### config.mk
export PLATFORM = sky130hd
export DESIGN_NAME = cps_scan_seq
export DESIGN_NICKNAME = d
export VERILOG_FILES = /design/src/rtl/cps_result_mem.v /design/src/rtl/cps_scan_timer.v /design/src/rtl/cps_scan_seq.v
export VERILOG_INCLUDE_DIRS = /design/src /design/src/rtl
export SDC_FILE = /design/constraint.sdc
export NUM_CORES = 1
export LEC_CHECK = 0
export BUFFER_PORTS_ARGS = -buffer_cell sky130_fd_sc_hd__buf_2
export CORE_AREA = 5 5 231 255
export DETAILED_ROUTE_END_ITERATION = 6
export DIE_AREA = 0 0 236 260
export PLACE_DENSITY = 0.67
export SLEW_MARGIN = 20
export SYNTH_ARGS = -nofsm -noshare
export SYNTH_HDL_FRONTEND = slang
export SYNTH_SLANG_ARGS = --single-unit
### constraint.sdc
create_clock -name core_clk -period 17 [get_ports core_clk]
set_input_delay 2.55 -clock core_clk [delete_from_list [all_inputs] [get_ports core_clk]]
set_output_delay 2.55 -clock core_clk [all_outputs]
set_load 0.02 [all_outputs]
### src/rtl/cps_consts.vh
`ifndef CPS_CONSTS_VH
`define CPS_CONSTS_VH

// clock rates
`define CPS_CORE_HZ 100000000
`define CPS_CONV_HZ 5000000
`define CPS_CONV_DIV (`CPS_CORE_HZ / `CPS_CONV_HZ)
`define CPS_CONV_DIV_W 5
`define CPS_SLOW_TICKS_PER_MS 32

// channel geometry
`define CPS_NUM_CH 4
`define CPS_CH_NONE 3'h4
`define CPS_RES_W 16
`define CPS_SUM_W 21
`define CPS_CODE_W 3

// code decode limits
`define CPS_OSR_BASE 11'h010
`define CPS_OSR_CODE_MAX 3'h6
`define CPS_AVG_CODE_MAX 3'h5
`define CPS_ALPHA_CODE_MAX 3'h6

// scan interval
`define CPS_SCAN_CODE_W 5
`define CPS_SCAN_CODE_DEFAULT 5'h17
`define CPS_SCAN_CNT_W 20

// result memory word: {level, diff, raw}
`define CPS_MEM_W 34
`define CPS_MEM_RAW_LSB 0
`define CPS_MEM_DIFF_LSB 16
`define CPS_MEM_LVL_LSB 32

`endif

### src/rtl/cps_result_mem.v
`include "cps_consts.vh"

module cps_result_mem (
    // clock and reset
    input wire clk,
    input wire rstN,
    // write port
    input wire wrEn,
    input wire [1:0] wrAddr,
    input wire [`CPS_MEM_W-1:0] wrData,
    // read port
    input wire [1:0] rdAddr,
    output reg [`CPS_MEM_W-1:0] rdData
);

    reg [`CPS_MEM_W-1:0] mem [0:`CPS_NUM_CH-1];
    integer i;

    always @(posedge clk or negedge rstN) begin
        if (!rstN) begin
            for (i = 0; i < `CPS_NUM_CH; i = i + 1) begin
                mem[i] <= {`CPS_MEM_W{1'b0}};
            end
            rdData <= {`CPS_MEM_W{1'b0}};
        end else begin
            if (wrEn) begin
                mem[wrAddr] <= wrData;
            end
            rdData <= mem[rdAddr];
        end
    end

endmodule // cps_result_mem

### src/rtl/cps_scan_timer.v
`include "cps_consts.vh"

module cps_scan_timer #(
    parameter TICKS_PER_MS = `CPS_SLOW_TICKS_PER_MS
) (
    // clock and reset
    input wire clk,
    input wire rstN,
    // slow oscillator pin
    input wire slowClkPin,
    // control
    input wire run,
    input wire ready,
    input wire [`CPS_SCAN_CODE_W-1:0] intervalCode,
    output reg scanStart
);

    reg slowS1Q, slowS2Q, slowS3Q;
    reg [`CPS_SCAN_CNT_W-1:0] cntQ;
    wire slowEdge = slowS2Q & ~slowS3Q;
    wire [31:0] prod;
    wire [`CPS_SCAN_CNT_W-1:0] target;

    // idle time in ms for each interval code
    function [9:0] codeMs;
        input [4:0] c;
        begin
            case (c)
                5'h00: codeMs = 10'd0;
                5'h01: codeMs = 10'd2;
                5'h02: codeMs = 10'd4;
                5'h03: codeMs = 10'd6;
                5'h04: codeMs = 10'd8;
                5'h05: codeMs = 10'd10;
                5'h06: codeMs = 10'd14;
                5'h07: codeMs = 10'd18;
                5'h08: codeMs = 10'd22;
                5'h09: codeMs = 10'd26;
                5'h0a: codeMs = 10'd30;
                5'h0b: codeMs = 10'd34;
                5'h0c: codeMs = 10'd38;
                5'h0d: codeMs = 10'd42;
                5'h0e: codeMs = 10'd46;
                5'h0f: codeMs = 10'd50;
                5'h10: codeMs = 10'd56;
                5'h11: codeMs = 10'd62;
                5'h12: codeMs = 10'd68;
                5'h13: codeMs = 10'd74;
                5'h14: codeMs = 10'd80;
                5'h15: codeMs = 10'd90;
                5'h16: codeMs = 10'd100;
                5'h17: codeMs = 10'd200;
                5'h18: codeMs = 10'd300;
                5'h19: codeMs = 10'd400;
                5'h1a: codeMs = 10'd600;
                5'h1b: codeMs = 10'd800;
                default: codeMs = 10'd1000;
            endcase
        end
    endfunction

    assign prod = codeMs(intervalCode) * TICKS_PER_MS;
    assign target = prod[`CPS_SCAN_CNT_W-1:0];

    always @(posedge clk or negedge rstN) begin
        if (!rstN) begin
            slowS1Q <= 1'b0;
            slowS2Q <= 1'b0;
            slowS3Q <= 1'b0;
            cntQ <= {`CPS_SCAN_CNT_W{1'b0}};
            scanStart <= 1'b0;
        end else begin
            slowS1Q <= slowClkPin;
            slowS2Q <= slowS1Q;
            slowS3Q <= slowS2Q;
            // idle time counted in slow ticks only between scans
            if (!run || !ready || scanStart) begin
                cntQ <= {`CPS_SCAN_CNT_W{1'b0}};
            end else if (slowEdge && !(&cntQ)) begin
                cntQ <= cntQ + 1'b1;
            end
            scanStart <= run && ready && !scanStart && (cntQ >= target);
        end
    end

endmodule // cps_scan_timer

### src/rtl/cps_scan_seq.v
// Summary of operation
// - empty channel mask means sleep mode
// - any mask bit set enters scan mode
// - each enabled channel measured once per period
// - doze without proximity uses slow period
// - doze proximity switches to fast period
// - slow clock always runs, times interval
// - conversion clock runs only while scanning
// - every conversion yields sixteen bit result
// - output only after averaging selected count
// - per channel oversampling ratio selectable
// - per channel full scale selectable
// - calibrate first, store per channel offset
// - channel enable raises compensation request
// - host recalibration bit starts next period
// - drift beyond threshold triggers calibration
// - requests latched anytime, run at period start
// - compensation loads low pass filter state with the new result
// - refresh raw, difference, state per channel
// - interrupt pin asserts on proximity
// - interrupt latched or live status
// - three thresholds each raise interrupt
// - mask bit n enables phase n
// - five bit code selects idle time
// - per channel first order low pass filter
`include "cps_consts.vh"

module cps_scan_seq #(
    parameter SLOW_TICKS_PER_MS = `CPS_SLOW_TICKS_PER_MS
) (
    // clock and reset
    input wire core_clk,
    input wire rst_n,
    // pins
    input wire slow_tick_clock,
    output wire proximityIrqNOut,
    output wire proximityIrqNOe,
    // configuration
    input wire [3:0] phaseEnableMask,
    input wire dozeEnable,
    input wire [4:0] scanIntervalCode,
    input wire [4:0] dozeIntervalCode,
    input wire [11:0] osrCodes,
    input wire [11:0] avgCodes,
    input wire [11:0] rangeCodes,
    input wire [11:0] alphaCodes,
    input wire recalRequest,
    input wire [15:0] driftThreshold,
    input wire [15:0] proxThresh0,
    input wire [15:0] proxThresh1,
    input wire [15:0] proxThresh2,
    input wire irqLatchMode,
    input wire irqClear,
    // analog front end
    input wire [15:0] adcResult,
    output reg conversionClockRun,
    output reg convTickOut,
    output reg [2:0] fullScaleSel,
    output reg [1:0] activeChannel,
    output reg calActive,
    // status
    output reg anyChannelEnable,
    output reg dozeActive,
    output reg proximityAny,
    // result read
    input wire [1:0] readChannel,
    output wire [15:0] readRaw,
    output wire [15:0] readDiff,
    output wire [1:0] readLevel
);

    localparam ST_IDLE = 2'b00;
    localparam ST_PICK = 2'b01;
    localparam ST_CONV = 2'b10;
    localparam ST_PROC = 2'b11;

    reg rstS1Q, rstS2Q;
    wire rstN = rstS2Q;

    reg [1:0] stateQ;
    reg [2:0] chanQ;
    reg [3:0] scanMaskQ, maskPrevQ;
    reg [10:0] osrCntQ;
    reg [5:0] avgCntQ;
    reg [`CPS_SUM_W-1:0] sumQ;
    reg [`CPS_CONV_DIV_W-1:0] convDivQ;
    reg calRunQ, calPendQ, irqLatchQ, irqOeQ;
    reg [15:0] offsetQ [0:`CPS_NUM_CH-1];
    reg [15:0] lpfQ [0:`CPS_NUM_CH-1];
    reg [1:0] levelQ [0:`CPS_NUM_CH-1];
    integer i;

    wire scanStart;
    wire [`CPS_MEM_W-1:0] memRd;
    reg memWe;
    reg [`CPS_MEM_W-1:0] memWd;

    // lowest enabled channel at or above a start index
    function [2:0] nextChan;
        input [3:0] mask;
        input [2:0] from;
        integer k;
        begin
            nextChan = `CPS_CH_NONE;
            for (k = `CPS_NUM_CH - 1; k >= 0; k = k - 1) begin
                if (mask[k] && (k >= from)) begin
                    nextChan = k[2:0];
                end
            end
        end
    endfunction

    function [2:0] sel3;
        input [11:0] v;
        input [1:0] c;
        begin
            case (c)
                2'h0: sel3 = v[2:0];
                2'h1: sel3 = v[5:3];
                2'h2: sel3 = v[8:6];
                default: sel3 = v[11:9];
            endcase
        end
    endfunction

    function [2:0] clampCode;
        input [2:0] c;
        input [2:0] mx;
        begin
            clampCode = (c > mx) ? mx : c;
        end
    endfunction

    always @(posedge core_clk or negedge rst_n) begin
        if (!rst_n) begin
            rstS1Q <= 1'b0;
            rstS2Q <= 1'b0;
        end else begin
            rstS1Q <= 1'b1;
            rstS2Q <= rstS1Q;
        end
    end

    wire [1:0] ch = chanQ[1:0];
    wire sleepMode = ~|phaseEnableMask;
    wire [2:0] osrCode = clampCode(sel3(osrCodes, ch), `CPS_OSR_CODE_MAX);
    wire [2:0] avgCode = clampCode(sel3(avgCodes, ch), `CPS_AVG_CODE_MAX);
    wire [2:0] alphaCode = clampCode(sel3(alphaCodes, ch), `CPS_ALPHA_CODE_MAX);
    wire [10:0] osrLen = `CPS_OSR_BASE << osrCode;
    wire [5:0] avgLen = 6'h01 << avgCode;
    wire convTick = (convDivQ == `CPS_CONV_DIV - 1);
    wire [`CPS_SUM_W-1:0] avgVal = sumQ >> avgCode;
    wire [15:0] avgRes = avgVal[15:0];

    // filter and difference for the channel being processed
    wire [16:0] lpfDelta = {1'b0, avgRes} - {1'b0, lpfQ[ch]};
    wire [16:0] lpfStep = $signed(lpfDelta) >>> alphaCode;
    wire [16:0] lpfSum = {1'b0, lpfQ[ch]} + lpfStep;
    wire [15:0] lpfNew = lpfSum[15:0];
    wire [16:0] diffWide = {1'b0, lpfNew} - {1'b0, offsetQ[ch]};
    wire diffPos = ~diffWide[16];
    wire [15:0] diffSat = (diffWide[16] != diffWide[15]) ?
        (diffPos ? 16'h7fff : 16'h8000) : diffWide[15:0];
    wire [15:0] diffMag = diffPos ? diffSat : (~diffSat + 16'h0001);
    wire [1:0] newLevel = (diffPos && diffSat >= proxThresh2) ? 2'h3 :
                          (diffPos && diffSat >= proxThresh1) ? 2'h2 :
                          (diffPos && diffSat >= proxThresh0) ? 2'h1 : 2'h0;
    wire procNow = (stateQ == ST_PROC);
    wire driftHit = procNow && !calRunQ && (newLevel == 2'h0) &&
                    (diffMag > driftThreshold);
    wire levelRise = procNow && !calRunQ && (newLevel > levelQ[ch]);
    wire maskRise = |(phaseEnableMask & ~maskPrevQ);
    wire calSet = maskRise | recalRequest | driftHit;
    wire calTake = (stateQ == ST_IDLE) && scanStart && !sleepMode;
    wire proxNow = |{levelQ[3], levelQ[2], levelQ[1], levelQ[0]};
    wire [4:0] periodCode = (dozeEnable && !proxNow) ? dozeIntervalCode : scanIntervalCode;

    cps_scan_timer #(
        .TICKS_PER_MS(SLOW_TICKS_PER_MS)
    ) u_timer (
        .clk(core_clk),
        .rstN(rstN),
        .slowClkPin(slow_tick_clock),
        .run(!sleepMode),
        .ready(stateQ == ST_IDLE),
        .intervalCode(periodCode),
        .scanStart(scanStart)
    );

    cps_result_mem u_mem (
        .clk(core_clk),
        .rstN(rstN),
        .wrEn(memWe),
        .wrAddr(ch),
        .wrData(memWd),
        .rdAddr(readChannel),
        .rdData(memRd)
    );

    assign readRaw = memRd[`CPS_MEM_RAW_LSB +: 16];
    assign readDiff = memRd[`CPS_MEM_DIFF_LSB +: 16];
    assign readLevel = memRd[`CPS_MEM_LVL_LSB +: 2];

    // result word written back each time a channel finishes
    always @* begin
        memWe = procNow;
        if (calRunQ) begin
            memWd = {2'h0, 16'h0000, avgRes};
        end else begin
            memWd = {newLevel, diffSat, avgRes};
        end
    end

    always @(posedge core_clk or negedge rstN) begin
        if (!rstN) begin
            stateQ <= ST_IDLE;
            chanQ <= `CPS_CH_NONE;
            scanMaskQ <= 4'h0;
            maskPrevQ <= 4'h0;
            osrCntQ <= 11'h000;
            avgCntQ <= 6'h00;
            sumQ <= {`CPS_SUM_W{1'b0}};
            convDivQ <= {`CPS_CONV_DIV_W{1'b0}};
            calRunQ <= 1'b0;
            calPendQ <= 1'b0;
            irqLatchQ <= 1'b0;
            irqOeQ <= 1'b0;
            conversionClockRun <= 1'b0;
            convTickOut <= 1'b0;
            fullScaleSel <= 3'h0;
            activeChannel <= 2'h0;
            calActive <= 1'b0;
            anyChannelEnable <= 1'b0;
            dozeActive <= 1'b0;
            proximityAny <= 1'b0;
            for (i = 0; i < `CPS_NUM_CH; i = i + 1) begin
                offsetQ[i] <= 16'h0000;
                lpfQ[i] <= 16'h0000;
                levelQ[i] <= 2'h0;
            end
        end else begin
            maskPrevQ <= phaseEnableMask;
            // request held until the next period start; a new one wins
            calPendQ <= (calPendQ & ~calTake) | calSet;
            // conversion clock divider only while a scan is in progress
            if (stateQ == ST_IDLE || convTick) begin
                convDivQ <= {`CPS_CONV_DIV_W{1'b0}};
            end else begin
                convDivQ <= convDivQ + 1'b1;
            end
            conversionClockRun <= (stateQ != ST_IDLE) && !sleepMode;
            convTickOut <= convTick && (stateQ == ST_CONV) && !sleepMode;
            anyChannelEnable <= !sleepMode;
            dozeActive <= dozeEnable && !sleepMode && !proxNow;
            proximityAny <= proxNow;
            calActive <= calRunQ && (stateQ != ST_IDLE);
            if (sleepMode) begin
                stateQ <= ST_IDLE;
                chanQ <= `CPS_CH_NONE;
            end else begin
                case (stateQ)
                    ST_IDLE: begin
                        if (scanStart) begin
                            scanMaskQ <= phaseEnableMask;
                            chanQ <= nextChan(phaseEnableMask, 3'h0);
                            calRunQ <= calPendQ;
                            stateQ <= ST_PICK;
                        end
                    end
                    ST_PICK: begin
                        if (chanQ == `CPS_CH_NONE) begin
                            stateQ <= ST_IDLE;
                        end else begin
                            osrCntQ <= 11'h000;
                            avgCntQ <= 6'h00;
                            sumQ <= {`CPS_SUM_W{1'b0}};
                            fullScaleSel <= sel3(rangeCodes, ch);
                            activeChannel <= ch;
                            stateQ <= ST_CONV;
                        end
                    end
                    ST_CONV: begin
                        if (convTick) begin
                            if (osrCntQ == osrLen - 1'b1) begin
                                osrCntQ <= 11'h000;
                                sumQ <= sumQ + {5'h00, adcResult};
                                avgCntQ <= avgCntQ + 1'b1;
                                if (avgCntQ == avgLen - 1'b1) begin
                                    stateQ <= ST_PROC;
                                end
                            end else begin
                                osrCntQ <= osrCntQ + 1'b1;
                            end
                        end
                    end
                    default: begin
                        if (calRunQ) begin
                            offsetQ[ch] <= avgRes;
                            lpfQ[ch] <= avgRes;
                            levelQ[ch] <= 2'h0;
                        end else begin
                            lpfQ[ch] <= lpfNew;
                            levelQ[ch] <= newLevel;
                        end
                        chanQ <= nextChan(scanMaskQ, chanQ + 3'h1);
                        stateQ <= ST_PICK;
                    end
                endcase
            end
            // latched interrupt: a new level sets, host clear loses to a set
            irqLatchQ <= (irqLatchQ & ~irqClear) | levelRise;
            irqOeQ <= irqLatchMode ? ((irqLatchQ & ~irqClear) | levelRise) : proxNow;
        end
    end

    // open drain: drive low while asserted, release otherwise
    assign proximityIrqNOut = 1'b0;
    assign proximityIrqNOe = irqOeQ;

endmodule // cps_scan_seq

Word-level counts from Yosys, hierarchy flattened. Memory sizes are Yosys's and may differ from the RTL's. Cells that the tools add are included. Widths: inputs -> output; s select.

Memories: 1. Bits in registers: 403. Bits in read-only memories: 288.

Memory list: (name not given) (depth 32, bits a word 9, read ports 1, clocked after Yosys merged registers in 0, write ports 0, RTL line cps_scan_timer.v:28) `case (c)`.

Equal/unequal tests: 18. Shift operators: 4. Reductions and logical operators: 54. Bitwise gates (word level): 20. Multiplexer cells: 74. Order comparisons: 16. $add $sub $neg: 12.

Operator list (count): $bwmux 64 (3); $bwmux 136 (1); $mux 34 (4); $mux 16 (8); $bmux 34 s2 (1); $demux 34 s2 (1); $bmux 16 s2 (2); $mux 64 (1); $mux 21 (3); $ge 16x16->1 (3); $pmux 21 s2 (1); $mux 20 (2); $mux 3 (13); $pmux 3 s3 (4); $sub 16x16->17 (2); $mux 11 (3); $demux 16 s2 (1); $logic_and 1x1->1 (25); $mux 2 (11); $pmux 11 s2 (1); $add 21x16->21 (1); $shr 21x3->16 (1); $add 20x1->20 const B (1); $ge 20x15->1 (1); other kinds (60) (104).

Depth between registers and ports, before layout. Gate-level depths: netlist of run 1.

Depth in word-level cells: 21. Depth in mapped cells: 69. Gate-level depth less buffers: 60.

By module. Synthesis of run 1 repeated with hierarchy kept, for this count alone.

Cell total of the unflattened synthesis: 2496. Area, all modules: 25226.7 um^2.

Modules (own cells, without submodules): cps_scan_seq (seq. area each 5231.3 um^2, area an instance 16574.6 um^2, cells an instance 1917, times used 1); cps_result_mem (seq. area each 4254.1 um^2, area an instance 6757.7 um^2, cells an instance 364, times used 1); cps_scan_timer (seq. area each 600.6 um^2, area an instance 1894.3 um^2, cells an instance 215, times used 1).

Worst setup path after synthesis of run 1. Ideal clock, no wire load.

Kind: input -> register. Start: input avgCodes[2]. End: register irqOeQ, in the netlist proximityIrqNOe. Arrival time: 12.967 ns. Path slack: 3.908 ns. Path buffers: 5. Required time: 16.875 ns. Stages: 58. Setup time: 0.125 ns. Cells stage by stage: a222oi_1 buf_4 a21o_4 o21ai_4 clkbuf_1 mux2i_1 nand2_1 a31oi_1 ha_1 inv_1 ha_1 o22ai_1 a211oi_2 a211o_1 xnor2_1 o21ai_0 mux2i_1 a21oi_1 (+22 left out) clkbuf_1 inv_1 clkbuf_1 buf_1 ha_1 nand4_1 nor2_1 nand3_1 nor3_1 a211oi_1 o211ai_1 a211oi_1 nor2_1 ha_1 nor2b_1 o21ai_0 o21ai_0 mux2_2.

Longest elaborated chain between the ends: 19.

RTL lines: from (decl) (RTL line cps_scan_seq.v:44) `input wire [11:0] avgCodes,`; $pmux 3 s3 (*) (RTL line cps_scan_seq.v:117) `case (c)`; $gt 3x3->1 (RTL line cps_scan_seq.v:130) `clampCode = (c > mx) ? mx : c;`; $mux 3 (*) (RTL line cps_scan_seq.v:130); $shr 21x3->16 (*) (RTL line cps_scan_seq.v:152) `` wire [`CPS_SUM_W-1:0] avgVal = sumQ >> avgCode; ``; $sub 16x16->17 (*) (RTL line cps_scan_seq.v:156) `wire [16:0] lpfDelta = {1'b0, avgRes} - {1'b0, lpfQ[ch]};`; $sshr 17x3->16 (*) (RTL line cps_scan_seq.v:157) `wire [16:0] lpfStep = $signed(lpfDelta) >>> alphaCode;`; $add 16x16->16 (*) (RTL line cps_scan_seq.v:158) `wire [16:0] lpfSum = {1'b0, lpfQ[ch]} + lpfStep;`; $sub 16x16->17 (*) (RTL line cps_scan_seq.v:160) `wire [16:0] diffWide = {1'b0, lpfNew} - {1'b0, offsetQ[ch]};`; (+3 left out); $logic_and 1x1->1 (RTL line cps_scan_seq.v:167) `(diffPos && diffSat >= proxThresh0) ? 2'h1 : 2'h0;`; $mux 1 (RTL line cps_scan_seq.v:167); $mux 2 (RTL line cps_scan_seq.v:166) `(diffPos && diffSat >= proxThresh1) ? 2'h2 :`; $mux 2 (*) (RTL line cps_scan_seq.v:165) `wire [1:0] newLevel = (diffPos && diffSat >= proxThresh2) ? 2'h3 :`; $gt 2x2->1 (*) (RTL line cps_scan_seq.v:171) `wire levelRise = procNow && !calRunQ && (newLevel > levelQ[ch]);`; $logic_and 1x1->1 (*) (RTL line cps_scan_seq.v:171); $or 1x1->1 (*) (RTL line cps_scan_seq.v:312) `irqOeQ <= irqLatchMode ? ((irqLatchQ & ~irqClear) | levelRise) : proxNow;`; $mux 1 (*) (RTL line cps_scan_seq.v:312); to (signal assigned) (RTL line cps_scan_seq.v:312); to (decl) (RTL line cps_scan_seq.v:87) `reg calRunQ, calPendQ, irqLatchQ, irqOeQ;`.

Every way passes the cells marked *; elsewhere a longest branch is shown, timed or not. A chain may end at the register's enable or synchronous reset.

Worst setup path after layout of run 1.
Start: input avgCodes[0]. End: register irqOeQ, in the netlist proximityIrqNOe.

Same word-level chain as after synthesis.

==> run_results.csv, run 1 <==
group,metric,value,unit
drt,ant_nets,0,
clocking,cts_setup_buffers,0,
clocking,cts-resized-gates,0,
final_layout,fillers,5171,
placement,post-place-cells,3538,
timing,worst_pin_slew,1.024,ns
setup_path,r2r-start,"chanQ[1]$_DFFE_PN0P_",
final_layout,multi_input_area,13570,um^2
clocking,clock_tree.root_cell,"clkbuf_16",
timing,rsz0062_at_grt,"no",
drt,wl,69840,um
placement,gp_congestion,0.9243,
setup_path,critical_path_peak_fanout,27,
clocking,clockBufferDepth,3,
synth,syn_avg_cell_area,9.214,um^2
synth,synth_edf_count,0,
floorplanning,fp.dieH,260,um
drt,via_count,20429,
timing,min_period,14.55,ns
clocking,hold_buffers,0,
drt,routedWlPerCell,19.31,um
drt,drtIter0Drc,1418,
timing,fmaxAchievable,68.75,MHz
drt,drtPass1Iterations,5,
placement,port_buffers,196,
floorplanning,start_util,44.53,%
synth,synth_nets,3009,
timing,fin_crit_sh,85.56,%
global_routing,grt_pass1_wl,112200,um
timing,final.setup.tns,0,ns
floorplanning,die_w,236,um
setup_path,slowest_stage,"a31oi_1",
setup_path,required,17.52,ns
global_routing,first_global_vias,20452,
synth,syn_inst,2702,
final_layout,seqCellArea,10090,um^2
synth,ys_types,98,
synth,synth_seq_cells,403,
placement,hpwlAfterDp,51240,um
floorplanning,ios,198,
timing,slew_headroom,31.43,%
final_layout,fin_util,50.25,%
synth,synthArstFlopShare,100.0,%
setup_path,endpoint_kind,"flop",
setup_path,r2r-end,"proximityIrqNOe$_DFF_PN0_",
timing,finalSetupViolCount,0,
clocking,cts_tree,"yes",
drt,wl_met3,4640,um
synth,synthTopCellsByArea,"dfrtp_1, ha_1, o21ai_0",
clocking,clk_pin_slew_worst_paths,0.06,ns
drt,drt-met1-wl,29720,um
synth,yosys.area.top_type,"dfrtp_1",
global_routing,grtUsageTotal,22.37,%
worst_hold_path,hold_start,"rstS1Q$_DFF_PN0_",
job,drv_cap,0,
global_routing,grt_max_degree,182,
drt,wl_met2,33320,um
floorplanning,dieArea,61360,um^2
timing,hold_viol_final,0,
final_layout,fin_nets,3147,
drt,vias_per_cell,5.648,
synth,ys_seq_area_share,40.51,%
setup_path,critical_path.startpoint_type,"primary input",
final_layout,final_cell_mix,"nand2_1, dfrtp_1, o21ai_0, buf_2, inv_1",
global_routing,gr-total-overflow,0,
clocking,clock_latency,0.59,ns
global_routing,antenna_found_initial,0,
worst_hold_path,hp-class,"reg -> reg",
floorplanning,coreArea,55900,um^2
clocking,clkSinkCount,403,
setup_path,reg2reg_depth,61,
synth,yosysTopAreaCellShare,40.41,%
final_layout,num_antenna_cells,0,
setup_path,rrSetupSlack,2.55,ns
drt,topRoutingLayerUsed,"met4",
final_layout,final_common_cell,"nand2_1",
synth,syn-cell-area,24900,um^2
setup_path,cpPeakStageDelay,0.80,ns
timing,fin_skew,0.02386,ns
synth,yosysWarnings,0,
synth,synthFlopType,"dfrtp_1",
setup_path,setup.worst_path.class,"in -> reg",
clocking,ctsHtreeMaxLevel,2,
worst_hold_path,whs_path_depth,0,
run_status,status,"finished, final reports clean",
drt,drc,0,
worst_hold_path,hold_end,"rstN$_DFF_PN0_",
floorplanning,row_count,91,
final_layout,area_growth,12.85,%
clocking,cts_buffers,43,
final_layout,stdcell_count,3617,
timing,drv_slew,0,
final_layout,drive_gt1_share,16.05,%
setup_path,arrival,15.07,ns
==> sequential cells by signal, summed over array words and instances, names as in the netlist, 2 cells and up <==
| name | count |
|---|---|
| scanMaskQ | 4 |
| activeChannel | 2 |
| sumQ | 21 |
| levelQ | 8 |
| osrCntQ | 11 |
| u_mem.rdData | 34 |
| lpfQ | 64 |
| maskPrevQ | 4 |
| u_mem.mem | 136 |
| stateQ | 2 |
| convDivQ | 5 |
| offsetQ | 64 |
| u_timer.cntQ | 20 |
| avgCntQ | 6 |
| chanQ | 3 |
| fullScaleSel | 3 |
==> critical path, delay by kind of cell <==
kind / cells / cell delay [ns]
compound gates: 32 / 7.02
fa+ha+maj: 7 / 2.01
buf+inv: 7 / 1.33
xor+xnor: 2 / 0.34
mux: 3 / 0.56
simple gates: 9 / 1.25
==> cell usage after synthesis (all sizes together) (7+ instances only) <==
cell type    n
o21a         7
nand2      442
o21ai      342
ha         153
mux2        33
inv        167
and3        17
nor3b        7
nand2b      20
maj3         9
a222oi       9
and2        16
xor2        45
a22oi       11
o31ai       20
a21o        39
mux4        67
o21bai      11
nor2b       27
o211ai      27
mux2i       50
a21boi       8
or2          9
nand3       59
nor4         7
nand4       23
xnor2       56
a21oi      128
nor2       160
nor3        30
buf         29
dfrtp      402
a211oi      31
a31oi       24
clkbuf     116
o22ai       13
==> cells by family after synthesis <==
family                   share of synthesized area, %
flip-flops                                      40.51
buffers and inverters                           5.026
adder cells (fa/ha/maj)                         8.298
multiplexers                                    9.564
AND/OR/NAND/NOR                                 14.66
XOR/XNOR                                        3.614
AO/OA/AOI/OAI                                   18.29
other                                         0.03017
==> routing by layer <==
metal	GRT usage, %	vias up
met4	6.903	0
met1	29.47	9860
met2	37.52	626
met5	0	-
li1	-	9823
met3	4.454	120
==> how the worst max path moves through the flow <==
stage,from,end,slack (ns),cells past startpoint
floorplan,avgCodes[2],proximityIrqNOe$_DFF_PN0_,3.91,58
global placement,avgCodes[0],proximityIrqNOe$_DFF_PN0_,2.37,60
detailed placement,avgCodes[0],proximityIrqNOe$_DFF_PN0_,2.07,60
CTS,avgCodes[0],proximityIrqNOe$_DFF_PN0_,2.57,59
global route,chanQ[0]$_DFFE_PN0P_,proximityIrqNOe$_DFF_PN0_,1.02,60
finish,avgCodes[0],proximityIrqNOe$_DFF_PN0_,2.45,60
==> cell type report <==
| cell class | instances | area share (%) |
|---|---|---|
| multi-input combinational | 1984 | 48.30 |
| inverter | 170 | 2.271 |
| clock buffer | 54 | 4.227 |
| sequential | 403 | 35.92 |
| timing repair buffer | 238 | 4.757 |
| clock inverter | 24 | 1.211 |
| tap | 744 | 3.314 |
==> metrics by stage <==
step / cell area [um^2] / hold WS, ns / setup WS (ns)
6_report: 28090 / 0.3902 / 2.454
5_1_grt: 28090 / 0.3980 / 1.019
4_1_cts: 28060 / 0.3872 / 2.568
3_5_place_dp: 26530 / 0.3601 / 2.065
3_3_place_gp: 26530 / 0.3394 / 2.372
2_1_floorplan: 24900 / 0.3312 / 3.908
Power of run 1 is left out: the tool's default activity adds up to more than one toggle a clock period on the data nets, which glitch-free logic cannot reach.
==> inputs of run 2 (changes only) <==
==> constraint.sdc (replaced) <==
create_clock -name core_clk -period 17 [get_ports core_clk]
set_input_delay 0.85 -clock core_clk [delete_from_list [all_inputs] [get_ports core_clk]]
set_output_delay 0.85 -clock core_clk [all_outputs]
set_load 0.02 [all_outputs]
==> run_results.csv, run 2 (synthesis results as in run 1) <==
group,metric,value,unit
setup_path,r2r-start,"chanQ[0]$_DFFE_PN0P_",
floorplanning,start_util,44.53,%
timing,hold_viol_final,0,
drt,drc,1,
timing,fmaxAchievable,68.98,MHz
clocking,clock_latency,0.59,ns
drt,ant_nets,0,
setup_path,crit_family,"compound AO/OA/AOI/OAI gates",
setup_path,critPathMostFrequentCell,"o21ai_0",
final_layout,num_antenna_cells,0,
timing,drv_slew,0,
timing,slew_headroom,26.30,%
floorplanning,row_count,91,
clocking,hold_buffers,0,
run_status,violations,"DRC",
placement,place_worst_setup_slack,2.092,ns
timing,min_period,14.50,ns
setup_path,critical_path.startpoint_type,"flop",
drt,vias_per_cell,5.651,
floorplanning,die_w,236,um
placement,hpwlAfterDp,51420,um
setup_path,arrival,14.97,ns
floorplanning,fp.dieH,260,um
final_layout,regMostFlops,"u_mem.mem",
global_routing,grtUsageTotal,22.62,%
job,drv_cap,0,
final_layout,stdcell_count,3618,
final_layout,largest_register_ffs,136,
global_routing,grt_pass1_wl,113400,um
clocking,clock_tree.root_cell,"clkbuf_16",
setup_path,critPathBufInv,8,
worst_hold_path,hp-class,"in -> async",
final_layout,reg_top3,"u_mem.mem: 136 flops, lpfQ: 64 flops, offsetQ: 64 flops",
global_routing,first_global_vias,20465,
final_layout,fin_nets,3148,
global_routing,gr-total-overflow,0,
setup_path,endpoint_kind,"flop",
setup_path,slowest_stage,"a31oi_1",
setup_path,critical_path_peak_fanout,27,
timing,setup_slack,2.503,ns
timing,fin_skew,0.02882,ns
clocking,clockBufferDepth,3,
timing,final.setup.tns,0,ns
clocking,cts_setup_buffers,0,
final_layout,final_common_cell,"nand2_1",
drt,drtPass1Iterations,7,
floorplanning,ios,198,
global_routing,grt_max_degree,84,
timing,finalSetupViolCount,0,
floorplanning,coreArea,55900,um^2
run_status,status,"finished with violations",
final_layout,fillers,5169,
placement,post-place-cells,3540,
clocking,ctsHtreeMaxLevel,2,
global_routing,antenna_found_initial,0,
drt,drtIter0Drc,1547,
timing,rsz0062_at_grt,"no",
setup_path,setup.worst_path.class,"reg -> reg",
drt,wl,70370,um
placement,port_buffers,196,
clocking,clk_pin_slew_worst_paths,0.06,ns
drt,via_count,20445,
setup_path,startpoint,"chanQ[0]$_DFFE_PN0P_",
timing,worst_pin_slew,1.094,ns
final_layout,area_growth,12.93,%
setup_path,required,17.47,ns
drt,routedWlPerCell,19.45,um
placement,gp_congestion,0.9118,
clocking,cts_buffers,43,
clocking,cts_tree,"yes",
setup_path,cpPeakStageDelay,0.75,ns
floorplanning,dieArea,61360,um^2
clocking,clkSinkCount,403,
final_layout,final_cell_mix,"nand2_1, dfrtp_1, o21ai_0, buf_2, inv_1",
final_layout,drive_gt1_share,16.04,%
timing,fin_crit_sh,85.27,%
clocking,cts-resized-gates,0,
==> run 2: path summary, 6_finish.rpt <==
| check | to | slack [ns] | cells after the start |
|---|---|---|---|
| max in group asynchronous | u_mem.mem[25]$_DFFE_PN0P_ | 13.17 | 4 |
| min in group core_clk | rstN$_DFF_PN0_ | 0.35 | 0 |
| min | rstN$_DFF_PN0_ | 0.03 | 1 |
| max reg2reg | proximityIrqNOe$_DFF_PN0_ | 2.50 | 61 |
| max | proximityIrqNOe$_DFF_PN0_ | 2.50 | 61 |
| min reg2reg | rstN$_DFF_PN0_ | 0.35 | 0 |
==> run 2: routing by layer <==
metal / vias to the layer above / track usage (%) / wire (um)
met3: 89 / 2.970 / 3442
met4: 0 / 5.387 / 1539
met2: 551 / 38.04 / 33610
met1: 9986 / 31.38 / 31780
li1: 9819 / - / -
met5: - / 0 / 0
==> run 2: cell type report <==
cell class              instances  area (um^2)  share of cell area (%)
clock inverters                25        422.9                   1.504
clock buffers                  53         1134                   4.032
well taps                     744        930.9                   3.311
multi-input cells            1984        13590                   48.32
inverters                     170        638.1                   2.270
repair buffers                239         1311                   4.664
flip-flops and latches        403        10090                   35.89
==> run 2: through the flow <==
step / cell area [um^2] / hold slack, ns / utilization (%)
floorplan: 24900 / 0.3312 / -
global placement: 26540 / 0.3359 / 47.47
detailed placement: 26540 / 0.3387 / 47.48
CTS: 28100 / 0.006007 / 50.27
global route: 28110 / 0.02022 / 50.29
finish: 28110 / 0.03392 / 50.29
Power of run 2 is left out for the same reason.
